### src/shared/wdt_pkg.sv
// shared constants of the software watchdog timer
// assumes one system clock domain; the rc oscillator arrives as a pin level
package wdt_pkg;

  // ****************************************************************
  // counter shape
  // ****************************************************************
  localparam int unsigned CNT_WIDTH_DEFAULT = 16;

  // ****************************************************************
  // values after reset
  // ****************************************************************
  localparam logic FUSE_ERASED_VALUE  = 1'b1;
  localparam logic STATUS_RESET_VALUE = 1'b1;
  localparam logic PIN_DRIVE_LOW_RST  = 1'b0;

  // ****************************************************************
  // timing
  // ****************************************************************
  localparam int unsigned CLK_PERIOD_NS = 8;
  localparam int unsigned SYNC_STAGES   = 2;
  // cycles after reset release before the fuse level is trusted
  localparam logic [1:0] BOOT_CYCLES    = 2'h3;
  localparam logic [1:0] BOOT_RESET     = 2'h0;

endpackage
### src/rtl/software_watchdog_timer.sv
// software watchdog timer: free counter on rc oscillator ticks, reset or wake on overflow
// assumes the rc oscillator and the fuse arrive as pins; sleep and clear from cpu logic
`timescale 1ns/100ps
// Notes on behaviour
// - The counter advances on ticks of a dedicated rc oscillator, not on the processor clock; here the ticks are sampled on i_clk_sys and stop with it.
// - Only the non-volatile enable fuse decides whether the watchdog runs.
// - A fuse value of one makes the counter active and zero keeps it inactive.
// - An erased fuse reads as one so the watchdog is enabled by default.
// - While enabled the counter increments until it overflows, which is a time-out.
// - A time-out outside sleep forces a full device reset.
// - A time-out during sleep wakes the device instead of resetting it.
// - A wake by time-out clears the time-out status bit to zero.
// - The watchdog reset is internal and never pulls the external master reset pin low.
// - A wake by time-out leaves the rest of the state unchanged.
module software_watchdog_timer #(
  parameter int unsigned CNT_WIDTH = wdt_pkg::CNT_WIDTH_DEFAULT
) (
  // clock and reset
  input  wire logic i_clk_sys,
  input  wire logic i_sys_rst,
  // pins
  input  wire logic i_wdt_rc_osc,
  input  wire logic i_watchdog_enable_fuse,
  // cpu side
  input  wire logic i_clear_watchdog_instruction,
  input  wire logic i_sleep,
  // outputs
  output logic      o_wdt_reset,
  output logic      o_wdt_wake,
  output logic      o_timeout_status,
  output logic      o_enabled,
  output logic      o_external_master_reset_pin_drive_low
);
  import wdt_pkg::*;

  typedef struct packed {
    logic [CNT_WIDTH-1:0] cnt;
    logic [1:0]           boot;
    logic                 loaded;
    logic                 en;
    logic                 rst_pulse;
    logic                 wake_pulse;
    logic                 status;
    logic                 pin_low;
  } wdt_state_t;

  wdt_state_t s_q;
  wdt_state_t s_d;

  logic rc_tick;
  logic fuse_level;
  logic overflow;

  localparam logic [CNT_WIDTH-1:0] CNT_MAX  = '1;
  localparam logic [CNT_WIDTH-1:0] CNT_ZERO = '0;
  localparam logic [CNT_WIDTH-1:0] CNT_ONE  = CNT_WIDTH'(1);

  // ****************************************************************
  // pin synchronisers
  // ****************************************************************
  // one clock only: a dead system clock also stops the count here
  wdt_sync_edge u_rc_sync (
    .i_clk_sys (i_clk_sys),
    .i_sys_rst (i_sys_rst),
    .i_async   (i_wdt_rc_osc),
    .o_level   (),
    .o_rise    (rc_tick)
  );

  wdt_sync_edge u_fuse_sync (
    .i_clk_sys (i_clk_sys),
    .i_sys_rst (i_sys_rst),
    .i_async   (i_watchdog_enable_fuse),
    .o_level   (fuse_level),
    .o_rise    ()
  );

  // ****************************************************************
  // next state
  // ****************************************************************
  assign overflow = s_q.en & rc_tick & ~i_clear_watchdog_instruction & (s_q.cnt == CNT_MAX);

  always_comb begin
    s_d            = s_q;
    s_d.rst_pulse  = 1'b0;
    s_d.wake_pulse = 1'b0;
    s_d.pin_low    = PIN_DRIVE_LOW_RST;
    // fuse sampled once after the synchroniser settles; no run-time path
    if (!s_q.loaded) begin
      if (s_q.boot == BOOT_CYCLES) begin
        s_d.loaded = 1'b1;
        s_d.en     = fuse_level;
      end else begin
        s_d.boot = s_q.boot + 2'h1;
      end
    end
    if (!s_q.en) begin
      s_d.cnt = CNT_ZERO;
    end else if (i_clear_watchdog_instruction) begin
      s_d.cnt = CNT_ZERO;
    end else if (rc_tick) begin
      s_d.cnt = s_q.cnt + CNT_ONE;
    end
    if (i_clear_watchdog_instruction) begin
      s_d.status = 1'b1;
    end
    // a clear in the same cycle masks the overflow, so the clear wins and no wake occurs
    if (overflow) begin
      if (i_sleep) begin
        s_d.wake_pulse = 1'b1;
        s_d.status     = 1'b0;
      end else begin
        s_d.rst_pulse = 1'b1;
      end
    end
  end

  always_ff @(posedge i_clk_sys) begin
    if (i_sys_rst) begin
      s_q         <= '0;
      s_q.boot    <= BOOT_RESET;
      s_q.en      <= FUSE_ERASED_VALUE;
      s_q.status  <= STATUS_RESET_VALUE;
      s_q.pin_low <= PIN_DRIVE_LOW_RST;
    end else begin
      s_q <= s_d;
    end
  end

  assign o_wdt_reset                           = s_q.rst_pulse;
  assign o_wdt_wake                            = s_q.wake_pulse;
  assign o_timeout_status                      = s_q.status;
  assign o_enabled                             = s_q.en;
  assign o_external_master_reset_pin_drive_low = s_q.pin_low;

  // ****************************************************************
  // checks
  // ****************************************************************
  property p_disabled_idle;
    @(posedge i_clk_sys) disable iff (i_sys_rst)
      !s_q.en |=> (s_q.cnt == CNT_ZERO) && !o_wdt_reset && !o_wdt_wake;
  endproperty
  a_disabled_idle: assert property (p_disabled_idle) else $error("disabled watchdog moved");

  property p_enable_static;
    @(posedge i_clk_sys) disable iff (i_sys_rst)
      s_q.loaded |=> s_q.loaded && $stable(s_q.en);
  endproperty
  a_enable_static: assert property (p_enable_static) else $error("enable changed at run time");

  property p_erased_default;
    @(posedge i_clk_sys)
      i_sys_rst |=> s_q.en == FUSE_ERASED_VALUE;
  endproperty
  a_erased_default: assert property (p_erased_default) else $error("enable not one after reset");

  property p_count_up;
    @(posedge i_clk_sys) disable iff (i_sys_rst)
      s_q.en && rc_tick && !i_clear_watchdog_instruction && s_q.cnt != CNT_MAX
      |=> s_q.cnt == $past(s_q.cnt) + CNT_ONE;
  endproperty
  a_count_up: assert property (p_count_up) else $error("counter did not step on tick");

  property p_awake_reset;
    @(posedge i_clk_sys) disable iff (i_sys_rst)
      overflow && !i_sleep |=> o_wdt_reset && !o_wdt_wake ##1 !o_wdt_reset;
  endproperty
  a_awake_reset: assert property (p_awake_reset) else $error("no single reset pulse");

  property p_sleep_wake;
    @(posedge i_clk_sys) disable iff (i_sys_rst)
      overflow && i_sleep |=> o_wdt_wake && !o_wdt_reset && !o_timeout_status;
  endproperty
  a_sleep_wake: assert property (p_sleep_wake) else $error("sleep time-out did not wake");

  property p_clear_restarts;
    @(posedge i_clk_sys) disable iff (i_sys_rst)
      i_clear_watchdog_instruction |=> s_q.cnt == CNT_ZERO && o_timeout_status;
  endproperty
  a_clear_restarts: assert property (p_clear_restarts) else $error("clear did not restart");

  property p_pin_untouched;
    @(posedge i_clk_sys) disable iff (i_sys_rst)
      o_wdt_reset |-> !o_external_master_reset_pin_drive_low;
  endproperty
  a_pin_untouched: assert property (p_pin_untouched) else $error("reset pin pulled low");

  property p_wake_keeps_state;
    @(posedge i_clk_sys) disable iff (i_sys_rst)
      o_wdt_wake |-> s_q.en && s_q.cnt == CNT_ZERO && $stable(s_q.en);
  endproperty
  a_wake_keeps_state: assert property (p_wake_keeps_state) else $error("wake disturbed state");

endmodule

### src/rtl/wdt_sync_edge.sv
// two-flop synchroniser with a rising-edge pulse on the synchronised level
// assumes i_async is asynchronous to i_clk_sys
`timescale 1ns/100ps
module wdt_sync_edge (
  // clock and reset
  input  wire logic i_clk_sys,
  input  wire logic i_sys_rst,
  // raw input
  input  wire logic i_async,
  // synchronised outputs
  output logic      o_level,
  output logic      o_rise
);
  import wdt_pkg::*;

  typedef struct packed {
    logic meta;
    logic sync;
    logic prev;
    logic rise;
  } sync_state_t;

  sync_state_t s_q;
  sync_state_t s_d;

  always_comb begin
    s_d      = s_q;
    s_d.meta = i_async;
    // first stage only feeds the second
    s_d.sync = s_q.meta;
    s_d.prev = s_q.sync;
    s_d.rise = s_q.sync & ~s_q.prev;
  end

  always_ff @(posedge i_clk_sys) begin
    if (i_sys_rst) begin
      s_q <= '0;
    end else begin
      s_q <= s_d;
    end
  end

  assign o_level = s_q.sync;
  assign o_rise  = s_q.rise;

endmodule

### config.mk
export PLATFORM = sky130hd
export DESIGN_NAME = software_watchdog_timer
export DESIGN_NICKNAME = d
export VERILOG_FILES = /design/src/shared/wdt_pkg.sv /design/src/rtl/software_watchdog_timer.sv /design/src/rtl/wdt_sync_edge.sv
export SDC_FILE = /design/constraint.sdc
export NUM_CORES = 1
export LEC_CHECK = 0
export BUFFER_PORTS_ARGS = -buffer_cell sky130_fd_sc_hd__buf_2
export CAP_MARGIN = 20
export CELL_PAD_IN_SITES_DETAIL_PLACEMENT = 1
export CELL_PAD_IN_SITES_GLOBAL_PLACEMENT = 1
export CORE_MARGIN = 4
export CORE_UTILIZATION = 43
export DETAILED_ROUTE_END_ITERATION = 8
export GPL_TIMING_DRIVEN = 0
export PLACE_DENSITY_LB_ADDON = 0.25
export SYNTH_ARGS = -nofsm -noshare
export SYNTH_HDL_FRONTEND = slang
export SYNTH_SLANG_ARGS = --single-unit
### constraint.sdc
create_clock -name i_clk_sys -period 1.65 [get_ports i_clk_sys]
set_input_delay 0.33 -clock i_clk_sys [delete_from_list [all_inputs] [get_ports i_clk_sys]]
set_output_delay 0.33 -clock i_clk_sys [all_outputs]
set_load 0.05 [all_outputs]
==> flow_summary_export.csv, run 1 <==
group,metric,value,unit
synthesis,yosysUniqueCellTypes,32,
sta,rsz0062_at_grt,"yes",
critical_path,path_class,"flip-flop to flip-flop",
synthesis,syn_inst,125,
place,gp_congestion,0.706,
floorplan,die_h,60.5,um
global_routing,overflow,0,
route,totalWireLength,2.61,mm
place,dp_hpwl,1.74,mm
worst_hold_path,hold_path_depth,2,
global_routing,grt_antenna_before_repair,0,
synthesis,yosys_warnings,0,
place,numPortBuffers,9,
job,drv_cap,0,
sta,fin_crit_sh,100,%
finish,stdcell_area,1390,um2
critical_path,cp-end-kind,"flip-flop",
place,place_ws,-0.0445,ns
power_and_ir_drop,peakVddDrop,752,uV
critical_path,critPathMaxStageDelay,0.51,ns
route,vias,977,
critical_path,arrival,1.89,ns
clocking,cts_tree,"done",
route,drtIter0Drc,26,
finish,final_cells,176,
critical_path,path_buf_inv,0,
critical_path,crit_slowest_cell,"or4_1",
route,first_pass_iters,4,
route,dr_wl_met3,54,um
finish,diodes,0,
critical_path,timing.rr.start,"s_q[8]$_SDFFE_PP0P_",
power_and_ir_drop,p_leak,0.000496,uW
route,drc,0,
clocking,cts_buffer_depth,2,
status,status,"finished, violations left",
status,violations,"setup timing",
floorplan,num_rows,18,
synthesis,syn-num-nets,133,
worst_hold_path,hold-path-endpoint,"u_rc_sync.s_d[2]$_SDFF_PP0_",
route,top_layer_used,"met4",
synthesis,synth_area_leaders,"dfxtp_1, mux2i_1, nor2b_1",
synthesis,ys_ff_latch,29,
global_routing,grt_pass1_wl,4.37,mm
critical_path,start_kind,"flip-flop",
finish,drive_gt1_share,19.9,%
worst_hold_path,min_from,"i_wdt_rc_osc",
clocking,cts_buffers,5,
floorplan,die_w,60.5,um
place,dp_cells,164,
sta,drv_slew,0,
global_routing,track_usage,16.2,%
finish,areaGrowthSynthToFinish,17.4,%
critical_path,worstReg2RegEnd,"s_q[16]$_SDFFE_PP0P_",
sta,worst_slack,-0.00461,ns
route,viasPerCell,5.55,
power_and_ir_drop,power_density,984,nW/um2
clocking,path_clk_slew,0.10,ns
clocking,cts-hold-fix-buffers,0,
route,wl_per_cell,14.8,um
synthesis,netlist_area,1180,um2
route,final_antenna_net_count,0,
sta,skew,0.0102,ns
floorplan,pin_count,11,
floorplan,start_util,46.5,%
sta,setup_viol,1,
clocking,cts_root_buf,"clkbuf_4",
finish,fin_nets,153,
critical_path,r2r_cells,4,
synthesis,ys_seq_area_share,49.0,%
clocking,clkLatencyLatePin,0.32,ns
synthesis,avgSynthCellArea,9.47,um2
sta,fin_crit,1.65,ns
synthesis,netlist.area_leader.share,49.0,%
sta,fmax,604,MHz
route,met1_length,1.15,mm
sta,hold_violations,0,
global_routing,grt_start_max_net_pins,11,
floorplan,core_area,2540,um2
critical_path,cp_top_family,"simple AND/OR/NAND/NOR gates",
place,place_area,1270,um2
worst_hold_path,min_path_type,"input port to flip-flop",
critical_path,required,1.88,ns
clocking,cts_num_sinks,29,
global_routing,grt_pass1_vias,1019,
route,dr_wl_met2,1.33,mm
synthesis,yosysTopAreaCell,"dfxtp_1",
critical_path,crit_chain,"ha_1, nand3_4, or4_1, a21oi_1",
clocking,cts_htree_levels,2,
floorplan,dieArea,3660,um2
critical_path,cp_max_fo,9,
critical_path,r2r_setup_slack,-0.005,ns
## cell usage in the layout, fill, tap and decap left out, types with 4 or more instances in the layout
cell	instances
nand4_1	5
buf_2	11
nand2_1	10
buf_4	5
a21oi_1	7
o31ai_1	4
dfxtp_1	29
nand2b_1	4
or4_1	4
nor2b_1	8
clkbuf_4	5
mux2i_1	5
nor2_1	9
## routing by layer
| metal | vias to the layer above | GRT usage [%] |
|---|---|---|
| li1 | 489 | - |
| met1 | 465 | 18.8 |
| met3 | 8 | 5.11 |
| met5 | - | 0 |
| met4 | 0 | 7.74 |
| met2 | 15 | 27.3 |
## kinds of logic after synthesis
logic type	synth area share [%]
XOR/XNOR	3.70
other	0.317
flip-flops	49.0
buffers and inverters	2.75
AND/OR/NAND/NOR	28.3
adder cells (fa/ha/maj)	2.11
multiplexers	4.23
AO/OA/AOI/OAI	9.51
## synthesized netlist by cell type
cell,number
nor3_1,2
o21ai_0,3
clkbuf_1,3
inv_1,1
and4_1,1
xnor2_1,3
ha_1,2
conb_1,1
and4b_1,1
a21oi_1,7
nand2_1,10
nand4_1,5
or3_1,2
nand4_2,1
nor3b_1,1
o31ai_1,4
or4_1,4
o21a_1,2
a41oi_1,1
buf_4,1
a211o_1,1
nor4_1,5
nand3_2,1
nor2b_1,8
xor2_1,2
nand3_1,3
and4_2,1
buf_2,2
nor2_1,9
mux2i_1,5
dfxtp_1,29
nand2b_1,4
## flip-flops by register name (all words and copies together), names as in the netlist
name,count
o_timeout_status,1
o_wdt_wake,1
u_rc_sync.o_rise,1
u_rc_sync.o_level,1
u_fuse_sync.s_d,1
o_enabled,1
u_rc_sync.s_d,1
u_fuse_sync.o_level,1
s_q,19
o_wdt_reset,1
u_rc_sync.s_q,1
## report_power, final
part | internal, uW | total (uW) | leakage (uW) | switching (uW)
combinational | 61.7 | 154 | 0.000222 | 92.7
clock | 208 | 455 | 0.0000382 | 248
sequential | 736 | 759 | 0.000235 | 23.0
## worst max path at each step
stage,from,to,slack (ns),cells after the start
global route,s_q[8]$_SDFFE_PP0P_,s_q[16]$_SDFFE_PP0P_,-0.09,4
finish,s_q[8]$_SDFFE_PP0P_,s_q[16]$_SDFFE_PP0P_,-0.005,4
CTS,s_q[11]$_SDFFE_PP0P_,s_q[21]$_SDFFE_PP0P_,0.04,4
global placement,s_q[8]$_SDFFE_PP0P_,o_timeout_status$_SDFF_PP1_,0.05,4
floorplan,o_enabled$_SDFFE_PP1P_,o_timeout_status$_SDFF_PP1_,0.13,3
detailed placement,s_q[8]$_SDFFE_PP0P_,o_timeout_status$_SDFF_PP1_,-0.04,4
## timing repair
action	in CTS	in global routing
pin swaps	0	1
gates resized for setup	2	2
buffers inserted	0	4
endpoints found under the setup margin	3	8
## cell type report
class	count	area, um2
Buffer	6	28.8
Timing Repair Buffer	13	75.1
Fill cell	299	1150
Clock buffer	6	51.3
Tap cell	30	37.5
Sequential cell	29	581
Inverter	1	3.75
Multi-Input combinational cell	89	599
Clock inverter	2	13.8
## per-stage QoR
stage               power, uW  util [%]  TNS [ns]  hold WS [ns]
floorplan                 890         -         0         0.367
global placement          918      49.8         0         0.373
detailed placement        928      49.8    -0.113         0.387
CTS                      1390      52.8         0         0.206
global route             1450      54.6    -0.293         0.222
finish                   1370      54.6  -0.00461         0.218
(Power assumes the default switching activity.)
==> run 2, diff against run 1 <==
BUFFER_PORTS_ARGS = not set   (was -buffer_cell sky130_fd_sc_hd__buf_2)
CORE_UTILIZATION = 46   (was 43)
DONT_BUFFER_PORTS = 1   (was not set)
==> run 2 against run 1 <==
  * The flow now finishes without violations
  * Clock-buffer cell count shrank 1
  * Worst hold slack got worse by 0.10 ns
  * Via count down 6.0%
  * Sequential cell count unchanged
  * Final cell count down 6.8%
  * Highest routed layer unchanged
==> flow_summary_export.csv, run 2 (same netlist as run 1, synthesis figures left out) <==
group,metric,value,unit
place,place_area,1220,um2
critical_path,required,1.91,ns
floorplan,die_w,58.7,um
route,first_pass_iters,4,
job,drv_cap,0,
global_routing,grt_start_max_net_pins,12,
clocking,cts-hold-fix-buffers,0,
finish,diodes,0,
floorplan,core_area,2450,um2
floorplan,pin_count,11,
place,numPortBuffers,0,
status,status,"finished, final reports clean",
global_routing,grt_antenna_before_repair,0,
sta,drv_slew,0,
finish,layout_commonest_cell,"dfxtp_1",
finish,final_cell_mix,"dfxtp_1, nand2_1, nor2_1",
clocking,cts_tree,"done",
clocking,cts_buffers,5,
critical_path,cp-end-kind,"flip-flop",
sta,worst_slew_pin_slew,0.507,ns
route,drtIter0Drc,21,
clocking,clkLatencyLatePin,0.33,ns
clocking,cts_htree_levels,2,
finish,fin_nets,141,
sta,fin_crit_sh,90.6,%
route,wl_per_cell,14.1,um
floorplan,start_util,48.2,%
critical_path,start_kind,"flip-flop",
sta,fmax,669,MHz
floorplan,dieArea,3450,um2
place,dp_hpwl,1.62,mm
critical_path,path_class,"flip-flop to flip-flop",
clocking,cts_root_buf,"clkbuf_4",
global_routing,grt_pass1_wl,4.11,mm
finish,stdcell_area,1360,um2
finish,drive_gt1_share,17.2,%
finish,areaGrowthSynthToFinish,14.5,%
route,drc,0,
finish,top_register,"s_q",
finish,largest_reg_flops,19,
power_and_ir_drop,p_leak,0.000440,uW
sta,max_slew_margin,66.1,%
critical_path,cp_max_fo,9,
place,place_ws,-0.120,ns
clocking,path_clk_slew,0.11,ns
route,viasPerCell,5.60,
global_routing,track_usage,15.9,%
critical_path,arrival,1.76,ns
global_routing,overflow,0,
route,final_antenna_net_count,0,
clocking,cts_buffer_depth,2,
route,totalWireLength,2.31,mm
power_and_ir_drop,power_density,1100,nW/um2
global_routing,grt_pass1_vias,964,
place,gp_congestion,0.746,
clocking,cts_num_sinks,29,
route,vias,918,
sta,worst_hold_slack,0.118,ns
sta,skew,0.0102,ns
sta,rsz0062_at_grt,"no",
sta,hold_violations,0,
power_and_ir_drop,peakVddDrop,920,uV
sta,fin_crit,1.50,ns
floorplan,die_h,58.7,um
sta,worst_slack,0.155,ns
sta,setup_viol,0,
worst_hold_path,min_path_type,"input port to flip-flop",
floorplan,num_rows,18,
-- run 2: final cells by class --
| class | instances | area [um2] |
|---|---|---|
| Inverter | 1 | 3.75 |
| Timing Repair Buffer | 1 | 7.51 |
| Clock inverter | 3 | 46.3 |
| Clock buffer | 5 | 37.5 |
| Multi-Input combinational cell | 89 | 608 |
| Sequential cell | 29 | 584 |
| Tap cell | 30 | 37.5 |
| Buffer | 6 | 30.0 |
| Fill cell | 283 | 1100 |
-- run 2: repair_timing --
| item | CTS | global route |
|---|---|---|
| endpoints found under the hold margin | 0 | 0 |
| endpoints found under the setup margin | 8 | 10 |
| setup buffers | 0 | 1 |
| pin swaps | 0 | 1 |
| gates resized for setup | 2 | 9 |
-- run 2: metal layers --
| metal | up-vias | GRT usage, % | wire length, um |
|---|---|---|---|
| li1 | 467 | - | - |
| met1 | 432 | 18.2 | 1070 |
| met2 | 15 | 25.7 | 1070 |
| met3 | 4 | 5.48 | 102 |
| met4 | 0 | 9.06 | 61 |
| met5 | - | 0 | 0 |
-- run 2: per-stage QoR --
stage / power [uW] / TNS (ns) / std cells / util, %
after floorplan: 890 / 0 / 125 / -
after global placement: 908 / -0.597 / 155 / 49.7
after detailed placement: 923 / -0.788 / 155 / 49.7
after CTS: 1520 / 0 / 163 / 53.5
after global routing: 1590 / 0 / 164 / 55.2
final: 1500 / 0 / 164 / 55.2
-- run 2: critical path: stages (launching register included) --
cell and delay [ns]:
dfxtp_2 0.39, ha_2 0.24, nand3_4 0.14, or4_1 0.50
a21oi_1 0.15
-- run 2: power by group --
group          switching, uW  leakage [uW]  total, uW  internal [uW]
Combinational           70.9      0.000163        127           56.1
Clock                    269     0.0000414        590            321
Sequential              42.9      0.000236        780            737
-- run 2: worst paths after layout --
check | depth (start not counted) | slack, ns | from | to
max | 4 | 0.15 | s_q[8]$_SDFFE_PP0P_ | s_q[16]$_SDFFE_PP0P_
min | 1 | 0.12 | i_wdt_rc_osc | u_rc_sync.s_d[2]$_SDFF_PP0_
max reg2reg | 4 | 0.15 | s_q[8]$_SDFFE_PP0P_ | s_q[16]$_SDFFE_PP0P_
min reg2reg | 1 | 0.39 | u_rc_sync.s_q[1]$_SDFF_PP0_ | u_rc_sync.o_rise$_SDFF_PP0_
